===== config.mk =====
export PLATFORM = sky130hd
export DESIGN_NAME = eisa_top
export DESIGN_NICKNAME = d
export VERILOG_FILES = /design/src/core/eisa_pkg.sv /design/src/core/eisa_sync_if.sv /design/src/core/eisa_line_sync.sv /design/src/core/eisa_top.sv
export SDC_FILE = /design/constraint.sdc
export NUM_CORES = 1
export LEC_CHECK = 0
export ABC_AREA = 1
export ABC_CLOCK_PERIOD_IN_PS = 3300
export BUFFER_PORTS_ARGS = -buffer_cell sky130_fd_sc_hd__buf_4
export CAP_MARGIN = 20
export CORE_UTILIZATION = 53
export DETAILED_ROUTE_END_ITERATION = 12
export GPL_TIMING_DRIVEN = 0
export PLACE_DENSITY_LB_ADDON = 0.08
export SYNTH_ARGS = -nofsm -noshare
export SYNTH_HDL_FRONTEND = slang
export SYNTH_SLANG_ARGS = --single-unit

===== constraint.sdc =====
create_clock -name clk_sys -period 3.3 [get_ports clk_sys]
set_clock_uncertainty 0.15 [all_clocks]
set_input_delay 0 -clock clk_sys [delete_from_list [all_inputs] [get_ports clk_sys]]
set_output_delay 0 -clock clk_sys [all_outputs]
set_load 0.005 [all_outputs]

===== src/core/eisa_pkg.sv =====
package eisa_pkg;

    // ************************************************************
    // sizes
    // ************************************************************
    localparam int EISA_NUM_LINES = 4;
    localparam int EISA_WS_W      = 3;
    localparam int EISA_CNT_W     = 2;
    localparam int EISA_SYNC_W    = EISA_NUM_LINES + 1;

    // ************************************************************
    // reset values and counts
    // ************************************************************
    // wait states of a slow external access and of the boot vector
    localparam logic [EISA_WS_W-1:0]  EISA_WS_RESET     = 3'h7;
    localparam logic [EISA_WS_W-1:0]  EISA_WS_NONE      = 3'h0;
    // the reset vector is read this many times
    localparam logic [EISA_CNT_W-1:0] EISA_VEC_FETCHES  = 2'h2;
    // cycles after reset release before the mode pin is trusted;
    // the synchroniser still shows its reset value at the second edge
    localparam logic [EISA_CNT_W-1:0] EISA_SETTLE_CYCLES = 2'h3;
    // position of the mode pin in the synchroniser word
    localparam int EISA_MODE_BIT = EISA_NUM_LINES;
    localparam logic EISA_ACK_IDLE = 1'h1;

    // ************************************************************
    // types
    // ************************************************************
    typedef enum logic [1:0] {
        EISA_ST_SETTLE,
        EISA_ST_FETCH,
        EISA_ST_RUN
    } eisa_boot_t;

    typedef enum logic {
        EISA_SEL_PRIMARY,
        EISA_SEL_EXPANSION
    } eisa_bus_sel_t;

endpackage


===== src/core/eisa_sync_if.sv =====
`timescale 1ns/1ns
interface eisa_sync_if #(
    parameter int W = 5
) (
    input wire logic clk_sys
);
    logic         rst_b;
    logic         clk_en;
    logic [W-1:0] raw;
    logic [W-1:0] synced;

    modport owner (output rst_b, output clk_en, output raw, input synced);
    modport sync  (input rst_b, input clk_en, input raw, output synced);
endinterface


===== src/core/eisa_line_sync.sv =====
`timescale 1ns/1ns
module eisa_line_sync
    import eisa_pkg::*;
#(
    parameter int W = 5
) (
    input wire logic clk_sys,
    eisa_sync_if.sync sif
);

    typedef struct packed {
        logic [W-1:0] meta;
        logic [W-1:0] stable;
    } eisa_sync_state_t;

    eisa_sync_state_t s_r;
    eisa_sync_state_t s_nxt;

    // ************************************************************
    // two-stage synchroniser
    // ************************************************************
    // the first stage feeds only the second; a line missing setup
    // may show up one cycle late, which the pending flags absorb
    always_comb begin
        s_nxt        = s_r;
        s_nxt.meta   = sif.raw;
        s_nxt.stable = s_r.meta;
    end

    // lines idle high, so reset to the inactive level
    always_ff @(posedge clk_sys) begin
        if (!sif.rst_b) begin
            s_r <= '1;
        end else if (sif.clk_en) begin
            s_r <= s_nxt;
        end
    end

    assign sif.synced = s_r.stable;
endmodule


===== src/core/eisa_top.sv =====
`timescale 1ns/1ns
// Operation
// processor mode: reset vector read twice, seven wait states each read.
// microcomputer mode: reset vector read twice, no wait states.
// reset sets primary and expansion bus wait states to seven.
// interrupt lines are level sensitive; a low level requests.
// lines are sampled on every falling edge of clock phase one.
// core and dma take interrupts only at instruction fetch boundaries.
// source holds its line one to two sampling edges for one interrupt.
// same source accepted at most once per two cycles.
// a late line may be seen one cycle later; this is tolerated.
// acknowledge strobe goes low when the ack instruction enters decode.
// acknowledge strobe returns high when the ack instruction enters read.
// detection sets a pending flag, cleared only when taken.
module eisa_top
    import eisa_pkg::*;
#(
    parameter int NUM_LINES = EISA_NUM_LINES
) (
    input  wire logic                 clk_sys,
    input  wire logic                 rst_b,
    input  wire logic                 clk_en,
    input  wire logic [NUM_LINES-1:0] external_interrupt_lines_b,
    input  wire logic                 mode_microcomputer,
    input  wire logic                 fetch_boundary,
    input  wire logic [NUM_LINES-1:0] cpu_int_enable,
    input  wire logic [NUM_LINES-1:0] dma_int_enable,
    output logic      [NUM_LINES-1:0] cpu_take,
    output logic      [NUM_LINES-1:0] dma_take,
    output logic      [NUM_LINES-1:0] pending,
    input  wire logic                 ack_decode_start,
    input  wire logic                 ack_read_start,
    output logic                      interrupt_ack_strobe_b,
    output logic                      vec_fetch_req,
    output logic      [EISA_WS_W-1:0] vec_fetch_waits,
    input  wire logic                 vec_fetch_done,
    output logic                      boot_done,
    input  wire logic                 wait_cfg_we,
    input  wire logic                 wait_cfg_sel,
    input  wire logic [EISA_WS_W-1:0] wait_cfg_data,
    output logic      [EISA_WS_W-1:0] wait_primary,
    output logic      [EISA_WS_W-1:0] wait_expansion
);

    typedef struct packed {
        eisa_boot_t              boot;
        logic [EISA_CNT_W-1:0]   cnt;
        logic                    micro;
        logic [EISA_WS_W-1:0]    vec_waits;
        logic [EISA_WS_W-1:0]    ws_pri;
        logic [EISA_WS_W-1:0]    ws_exp;
        logic [NUM_LINES-1:0]    holdoff;
        logic [NUM_LINES-1:0]    pend;
        logic                    ack_b;
    } eisa_state_t;

    eisa_state_t s_r;
    eisa_state_t s_nxt;

    logic [NUM_LINES-1:0] det;
    logic [NUM_LINES-1:0] take_vec;
    logic [NUM_LINES:0]   synced_w;
    logic                 run;

    function automatic logic [NUM_LINES-1:0] eisa_lowest(
        input logic [NUM_LINES-1:0] v
    );
        eisa_lowest = v & (~v + {{(NUM_LINES-1){1'b0}}, 1'b1});
    endfunction

    // ************************************************************
    // pin synchroniser
    // ************************************************************
    eisa_sync_if #(.W(NUM_LINES + 1)) sif (.clk_sys(clk_sys));

    assign sif.rst_b  = rst_b;
    assign sif.clk_en = clk_en;
    assign sif.raw    = {mode_microcomputer, external_interrupt_lines_b};
    assign synced_w   = sif.synced;

    eisa_line_sync #(.W(NUM_LINES + 1)) u_sync (
        .clk_sys (clk_sys),
        .sif     (sif)
    );

    // ************************************************************
    // detection and take
    // ************************************************************
    // every clk_sys edge with clk_en high stands for one falling edge of clock phase one
    // a low level detects unless the line detected on the edge before,
    // so a pulse over two edges yields one request
    assign det = ~synced_w[NUM_LINES-1:0] & ~s_r.holdoff;

    assign run = (s_r.boot == EISA_ST_RUN);

    // the core is served first; the dma picks from what is left
    always_comb begin
        cpu_take = '0;
        dma_take = '0;
        if (run && fetch_boundary) begin
            cpu_take = eisa_lowest(s_r.pend & cpu_int_enable);
            dma_take = eisa_lowest(s_r.pend & dma_int_enable & ~cpu_take);
        end
    end

    assign take_vec = cpu_take | dma_take;

    // ************************************************************
    // next state
    // ************************************************************
    always_comb begin
        s_nxt         = s_r;
        s_nxt.holdoff = det;
        // a detection in the cycle of its take wins over the clear
        s_nxt.pend    = (s_r.pend & ~take_vec) | det;

        // decode of a following ack instruction keeps the strobe low
        if (ack_decode_start) begin
            s_nxt.ack_b = 1'b0;
        end else if (ack_read_start) begin
            s_nxt.ack_b = 1'b1;
        end

        if (wait_cfg_we) begin
            if (wait_cfg_sel == EISA_SEL_EXPANSION) begin
                s_nxt.ws_exp = wait_cfg_data;
            end else begin
                s_nxt.ws_pri = wait_cfg_data;
            end
        end

        case (s_r.boot)
            EISA_ST_SETTLE: begin
                s_nxt.cnt = s_r.cnt + 2'h1;
                if (s_r.cnt == EISA_SETTLE_CYCLES - 2'h1) begin
                    // mode strap caught once the synchroniser is full
                    s_nxt.micro = synced_w[EISA_MODE_BIT];
                    s_nxt.vec_waits = synced_w[EISA_MODE_BIT] ?
                                      EISA_WS_NONE :
                                      EISA_WS_RESET;
                    s_nxt.cnt  = '0;
                    s_nxt.boot = EISA_ST_FETCH;
                end
            end
            EISA_ST_FETCH: begin
                if (vec_fetch_done) begin
                    s_nxt.cnt = s_r.cnt + 2'h1;
                    if (s_r.cnt == EISA_VEC_FETCHES - 2'h1) begin
                        s_nxt.cnt  = '0;
                        s_nxt.boot = EISA_ST_RUN;
                    end
                end
            end
            EISA_ST_RUN: begin
                s_nxt.cnt = '0;
            end
            default: begin
                s_nxt.boot = EISA_ST_SETTLE;
            end
        endcase
    end

    // ************************************************************
    // state register
    // ************************************************************
    always_ff @(posedge clk_sys) begin
        if (!rst_b) begin
            s_r           <= '0;
            s_r.boot      <= EISA_ST_SETTLE;
            s_r.vec_waits <= EISA_WS_RESET;
            s_r.ws_pri    <= EISA_WS_RESET;
            s_r.ws_exp    <= EISA_WS_RESET;
            s_r.ack_b     <= EISA_ACK_IDLE;
        end else if (clk_en) begin
            s_r <= s_nxt;
        end
    end

    assign pending                = s_r.pend;
    assign interrupt_ack_strobe_b = s_r.ack_b;
    assign vec_fetch_req          = (s_r.boot == EISA_ST_FETCH);
    assign vec_fetch_waits        = s_r.vec_waits;
    assign boot_done              = run;
    assign wait_primary           = s_r.ws_pri;
    assign wait_expansion         = s_r.ws_exp;
endmodule


==> run summary, run 1 <==
TritonCTS Buffers - 5
Max clock buf depth - 2
CTS hold repair buffers - 20
TritonCTS clock tree - done
sequential cell area fraction in the yosys report - 40.7%
post_cts resized - 0
Hold Path Stages - 6
DR WL/cell - 11.4 um
Synthesized Nets - 233
crit path max-delay cell type - dlygate4sd3_1
Setup violations, final - 0
Starting Density - 57.9%
Final Net Count - 308
Synth Register Bits - 30
CP endpoint kind - register
first-pass GRT wire length - 5600 um
DR vias - 1,509
die width - 54.7 um
cell leakage power - 1.02 nW
Max IR drop VDD - 0.302 mV
vias in the first global route - 1,354
status - finished, final reports clean
Hold Crit Class - in -> reg
Cell variety after synth - 27
CP Class - in -> reg
Tmin final - 1.93 ns
worst reg2reg path depth - 9
worst path bufs/invs - 5
reg2reg start - s_r[22]
number of inserted diodes - 0
Synth-to-Final Area Change - 44.1%
WP data required - 3.36 ns
share of the clock period used by the worst path - 58.5%
hold_sp - cpu_int_enable[0]
share of cells above drive strength 1 - 30.6%
Post-Place Cells - 282
Tightest Pin Transition - 0.461 ns
syn avg cell area - 7.23 um2
Top delay family on crit path - buffers and inverters
Pre-Repair DR Iteration Count - 4
initial antenna violation count - 0
cell mode on critical path - dlygate4sd3_1
total track usage - 26.7%
critical path depth - 6
non-filler cells, final - 308
gr ovfl total - 0
core area - 2540 um2
PD cells - 359 nW/um2
CP cell instances - dlygate4sd3_1 > buf_4 > buf_2 > buf_1 > nand3_1 > dlygate4sd3_1
largest net degree at the start of global routing - 11
Max-slew headroom - 69.3%
CTS Root Cell - clkbuf_4
Max Slew Vio Count - 0
Worst setup SP type - primary input
Port Buf Inserts - 48
RSZ-0062 raised after global routing - false
yosys warns - 0
Final ANT Viol Nets - 0
clock net sink count - 30
number of max-cap violations - 0
Die Span Y - 54.7 um
Die ar. - 3000 um2
Clock transition at path regs - 0.08 ns
Fin Setup TNS - 0 ns
Critical Path Fanout Max - 10
worst-skew pair later-pin latency - 0.32 ns
num rows - 18
RD Place Congestion - 0.766
Detailed Place HPWL - 2150 um
# DRC - 0
cell count after synthesis - 204
fmax - 518 MHz
Routed WL - 3530 um
Syn Std Cell Area - 1470 um2
Reg-to-Reg End - s_r[22]
post-DR vias/cell - 4.90
CP Data Arrival Time - 1.99 ns
io pins - 49
Post-CTS Setup Inserts - 0
Slowest Stage Delay on Critical Path - 0.59 ns
reg2reg setup slack - 1.60 ns
Endpoint, Worst Hold - pending[1]
htree depth - 2
DRT iter0 DRCs - 41
Final Hold Fails - 0
registers in the layout, indices dropped and copies added, names as in the netlist:
register	count
vec_fetch_waits	1
interrupt_ack_strobe_b	1
u_sync.s_nxt	5
s_r	8
u_sync.sif.synced	5
pending	4
wait_primary	3
wait_expansion	3
synth_stat cells, drive strengths merged:
library cell,number,area (um2)
a31oi,1,6.26
clkinv,1,3.75
dfxtp,30,601
o21bai,1,11.3
o211a,1,10.0
a211oi,1,7.51
nor2,17,78.8
o211ai,1,7.51
or2,1,6.26
ha,4,50.1
buf,16,111
nand2,62,235
nor3,3,36.3
a21oi,13,68.8
inv,16,60.1
nand3,24,120
clkbuf,3,11.3
o21ai,9,48.8
worst max path at each step:
stage	startpoint	to
floorplan	s_r[21]	pending[3]
global placement	s_r[21]	pending[3]
detailed placement	s_r[21]	pending[3]
CTS	rst_b	wait_expansion[0]
global route	s_r[21]	dma_take[3]
finish	rst_b	wait_expansion[1]
placed cells by master (no fill, tap or decap):
master         instances
nor3_4                 1
o21ai_2                1
inv_2                  2
clkinv_1               1
inv_1                 14
buf_1                  1
buf_2                  2
nand3_1               24
nor2_1                11
o211ai_1               1
or2_2                  1
a31oi_1                1
clkbuf_8               1
nor3_2                 2
buf_4                 61
nand2_2                1
a211oi_1               1
nor2_2                 6
ha_1                   4
clkbuf_1               3
o21ai_0                7
a21oi_1               12
o211a_1                1
dfxtp_1               30
o21ai_1                1
a21oi_2                1
clkbuf_4               5
o21bai_2               1
nand2_1               61
dlygate4sd3_1         20
cells by family after synthesis:
kind of cell,share of synthesized area (%)
AND/OR/NAND/NOR,32.3
adder cells (fa/ha/maj),3.40
flip-flops,40.7
buffers and inverters,12.6
AO/OA/AOI/OAI,10.9
report_power, final:
group	internal [mW]	switching (mW)
clock	0.0958	0.115
sequential	0.384	0.0149
combinational	0.0842	0.0694
worst register-to-register path, delay by kind of cell, from the launching register on:
kind / cells / cell delay [ns]
and+or+nand+nor: 3 / 0.28
buffers and inverters: 2 / 0.18
DFF: 1 / 0.40
adders and majority gates: 1 / 0.24
AOI/OAI and AO/OA: 3 / 0.35
routing by layer:
layer | vias to the layer above | global-route usage [%] | share of wire, %
met2 | 43 | 49.0 | 52
met4 | 0 | 10.7 | 0.54
met1 | 669 | 28.0 | 42
met3 | 4 | 7.78 | 5.4
li1 | 793 | - | -
met5 | - | 0 | 0
metrics by stage:
stage               setup slack [ns]  util, %  hold WS [ns]  total power, mW  area, um2
finish                          1.37     83.4        0.0701            0.763       2120
global route                    1.27     83.4         0.116            0.800       2120
CTS                             1.46     83.4        0.0625            0.759       2120
detailed placement              1.65     73.5        0.0630            0.536       1870
global placement                1.68     73.5        0.0596            0.533       1870
floorplan                       1.79        -       -0.0368            0.481       1470
final cells by class:
class / instances / area (um2)
Fill cell: 168 / 422
Multi-Input combinational cell: 138 / 687
Buffer: 19 / 123
Inverter: 17 / 63.8
Tap cell: 30 / 37.5
Sequential cell: 30 / 601
Clock buffer: 6 / 51.3
Timing Repair Buffer: 68 / 561
(Power assumes the default switching activity.)
==> inputs of run 2 (changes only) <==
--- a/config.mk
+++ b/config.mk
@@ -6,10 +6,10 @@
 export NUM_CORES = 1
 export LEC_CHECK = 0
 export ABC_AREA = 1
-export ABC_CLOCK_PERIOD_IN_PS = 3300
+export ABC_CLOCK_PERIOD_IN_PS = 1550
 export BUFFER_PORTS_ARGS = -buffer_cell sky130_fd_sc_hd__buf_4
 export CAP_MARGIN = 20
-export CORE_UTILIZATION = 53
+export CORE_UTILIZATION = 45
 export DETAILED_ROUTE_END_ITERATION = 12
 export GPL_TIMING_DRIVEN = 0
 export PLACE_DENSITY_LB_ADDON = 0.08
==> constraint.sdc (replaced) <==
create_clock -name clk_sys -period 1.55 [get_ports clk_sys]
set_clock_uncertainty 0.15 [all_clocks]
set_input_delay 0 -clock clk_sys [delete_from_list [all_inputs] [get_ports clk_sys]]
set_output_delay 0 -clock clk_sys [all_outputs]
set_load 0.005 [all_outputs]
==> run summary, run 2 (synthesis results as in run 1) <==
RSZ-0062 raised after global routing - true
number of max-cap violations - 0 (unchanged)
Hold Crit Class - in -> reg
htree depth - 2 (unchanged)
initial antenna violation count - 0 (unchanged)
CP Class - reg -> out
Tmin final - 1.66 ns
num rows - 20 (+2)
DR vias - 1,551 (+2.8%)
DRT iter0 DRCs - 77 (+88%)
Routed WL - 3690 um (+4.6%)
commonest cells after routing, fill and taps aside - buf_4, nand2_1, dfxtp_1
Max clock buf depth - 2 (unchanged)
Tightest Pin Transition - 0.461 ns (-0.000272 ns)
total track usage - 20.9% (-5.8 points)
Max-slew headroom - 69.3% (about the same)
fin util - 76.1% (-7.3 points)
post-DR vias/cell - 4.67 (-4.6%)
Die Span Y - 59.2 um (+8.2%)
worst-skew pair later-pin latency - 0.32 ns (about the same)
CP Data Arrival Time - 1.51 ns (-0.48 ns)
clock net sink count - 30 (unchanged)
share of the clock period used by the worst path - 107%
Final Hold Slack - 0.0265 ns (-0.0436 ns)
first-pass GRT wire length - 5530 um (-1.2%)
Port Buf Inserts - 48 (unchanged)
Final ANT Viol Nets - 0 (unchanged)
PD cells - 714 nW/um2 (+99%)
RD Place Congestion - 0.758 (-0.98%)
most common cell after layout, fill and taps aside - buf_4
Final Net Count - 318 (+3.2%)
vias in the first global route - 1,315 (-2.9%)
TritonCTS Buffers - 5 (unchanged)
failing checks - negative setup slack
CTS Root Cell - clkbuf_4
fmax - 603 MHz
Critical Path Fanout Max - 3 (-7)
largest net degree at the start of global routing - 11 (unchanged)
Detailed Place HPWL - 2160 um (+0.55%)
final worst setup slack - -0.110 ns (-1.48 ns)
cell leakage power - 1.11 nW (+8.1%)
max reg flops - 8 (unchanged)
Setup violations, final - 4 (+4)
TritonCTS clock tree - done
Max IR drop VDD - 0.664 mV (+120%)
number of inserted diodes - 0 (unchanged)
die width - 59.2 um (+8.2%)
Starting Density - 47.9% (-10 points)
Worst setup SP type - register
Max Slew Vio Count - 0 (unchanged)
share of cells above drive strength 1 - 38.9% (+8.3 points)
Synth-to-Final Area Change - 59.0%
core area - 3080 um2 (+21%)
Final Hold Fails - 0 (unchanged)
io pins - 49 (unchanged)
Clock transition at path regs - 0.09 ns (about the same)
status - complete, but fails checks
# DRC - 0 (unchanged)
WP data required - 1.40 ns (-1.96 ns)
Pre-Repair DR Iteration Count - 4 (unchanged)
number of fill cells in the layout - 238 (+42%)
CP endpoint kind - primary output
gr ovfl total - 0 (unchanged)
DR WL/cell - 11.1 um (-3.0%)
Die ar. - 3510 um2 (+17%)
Largest Register - s_r
-- run 2: cell types whose count changed in the layout (fill, tap and decap cells not counted), sizes merged --
| cell | previous run | this run |
|---|---|---|
| dlygate4sd3 | 20 | 22 |
| buf | 64 | 71 |
| dlymetal6s4s | 0 | 1 |
-- run 2: routing by layer --
metal,share of wire (%),GRT usage [%]
met5,0,0
met4,1.0,7.48
met3,5.0,5.02
met2,51,36.6
met1,43,24.6
-- run 2: stage by stage --
step | instances | total power, mW | setup WS [ns] | setup TNS (ns) | instance area, um2
after CTS | 328 | 1.65 | -0.0386 | -0.0783 | 2250
after global routing | 332 | 1.75 | -0.215 | -0.941 | 2340
final | 332 | 1.67 | -0.110 | -0.192 | 2340
after floorplan | 204 | 1.02 | 0.0438 | 0 | 1470
after global placement | 296 | 1.14 | -0.0988 | -0.258 | 1890
after detailed placement | 296 | 1.14 | -0.119 | -0.331 | 1890
-- run 2: what timing repair did --
action | CTS | global route
hold endpoints to repair | 22 | 2
buffers inserted | 2 | 5
pin swaps | 4 | 7
gates resized for setup | 17 | 18
hold buffers | 24 | 1
setup endpoints to repair | 10 | 14
-- run 2: worst max-delay path, stage by stage, from the launching register on --
cell	delay, ns
dfxtp_4	0.37
inv_4	0.06
ha_4	0.13
nand2_4	0.06
clkinv_4	0.06
nand3_2	0.05
nor2_1	0.13
nand3_1	0.13
inv_1	0.09
buf_6	0.09
-- run 2: area by class of cell --
type,instances,area (um2),share of cell area [%]
clock buffer,6,51.3,2.19
inverter,17,71.3,3.04
buffer,19,123,5.23
tap,44,55.1,2.35
multi-input combinational,138,779,33.3
sequential,30,611,26.1
timing repair buffer,78,653,27.9
-- run 2: path summary, 6_finish.rpt --
| kind | start | to | slack [ns] | depth (start not counted) |
|---|---|---|---|---|
| min | clk_en | pending[1] | 0.03 | 4 |
| min reg2reg | u_sync.s_nxt[1] | u_sync.s_nxt[1] | 0.31 | 2 |
| max | s_r[21] | dma_take[3] | -0.11 | 9 |
| max reg2reg | s_r[22] | s_r[22] | -0.02 | 9 |
-- run 2: report_power, final --
part	leakage (nW)	switching (mW)	internal, mW	total [mW]
clock network	0.0302	0.254	0.204	0.458
logic	0.828	0.163	0.204	0.367
registers	0.250	0.0326	0.817	0.850
total	1.11	0.449	1.22	1.67
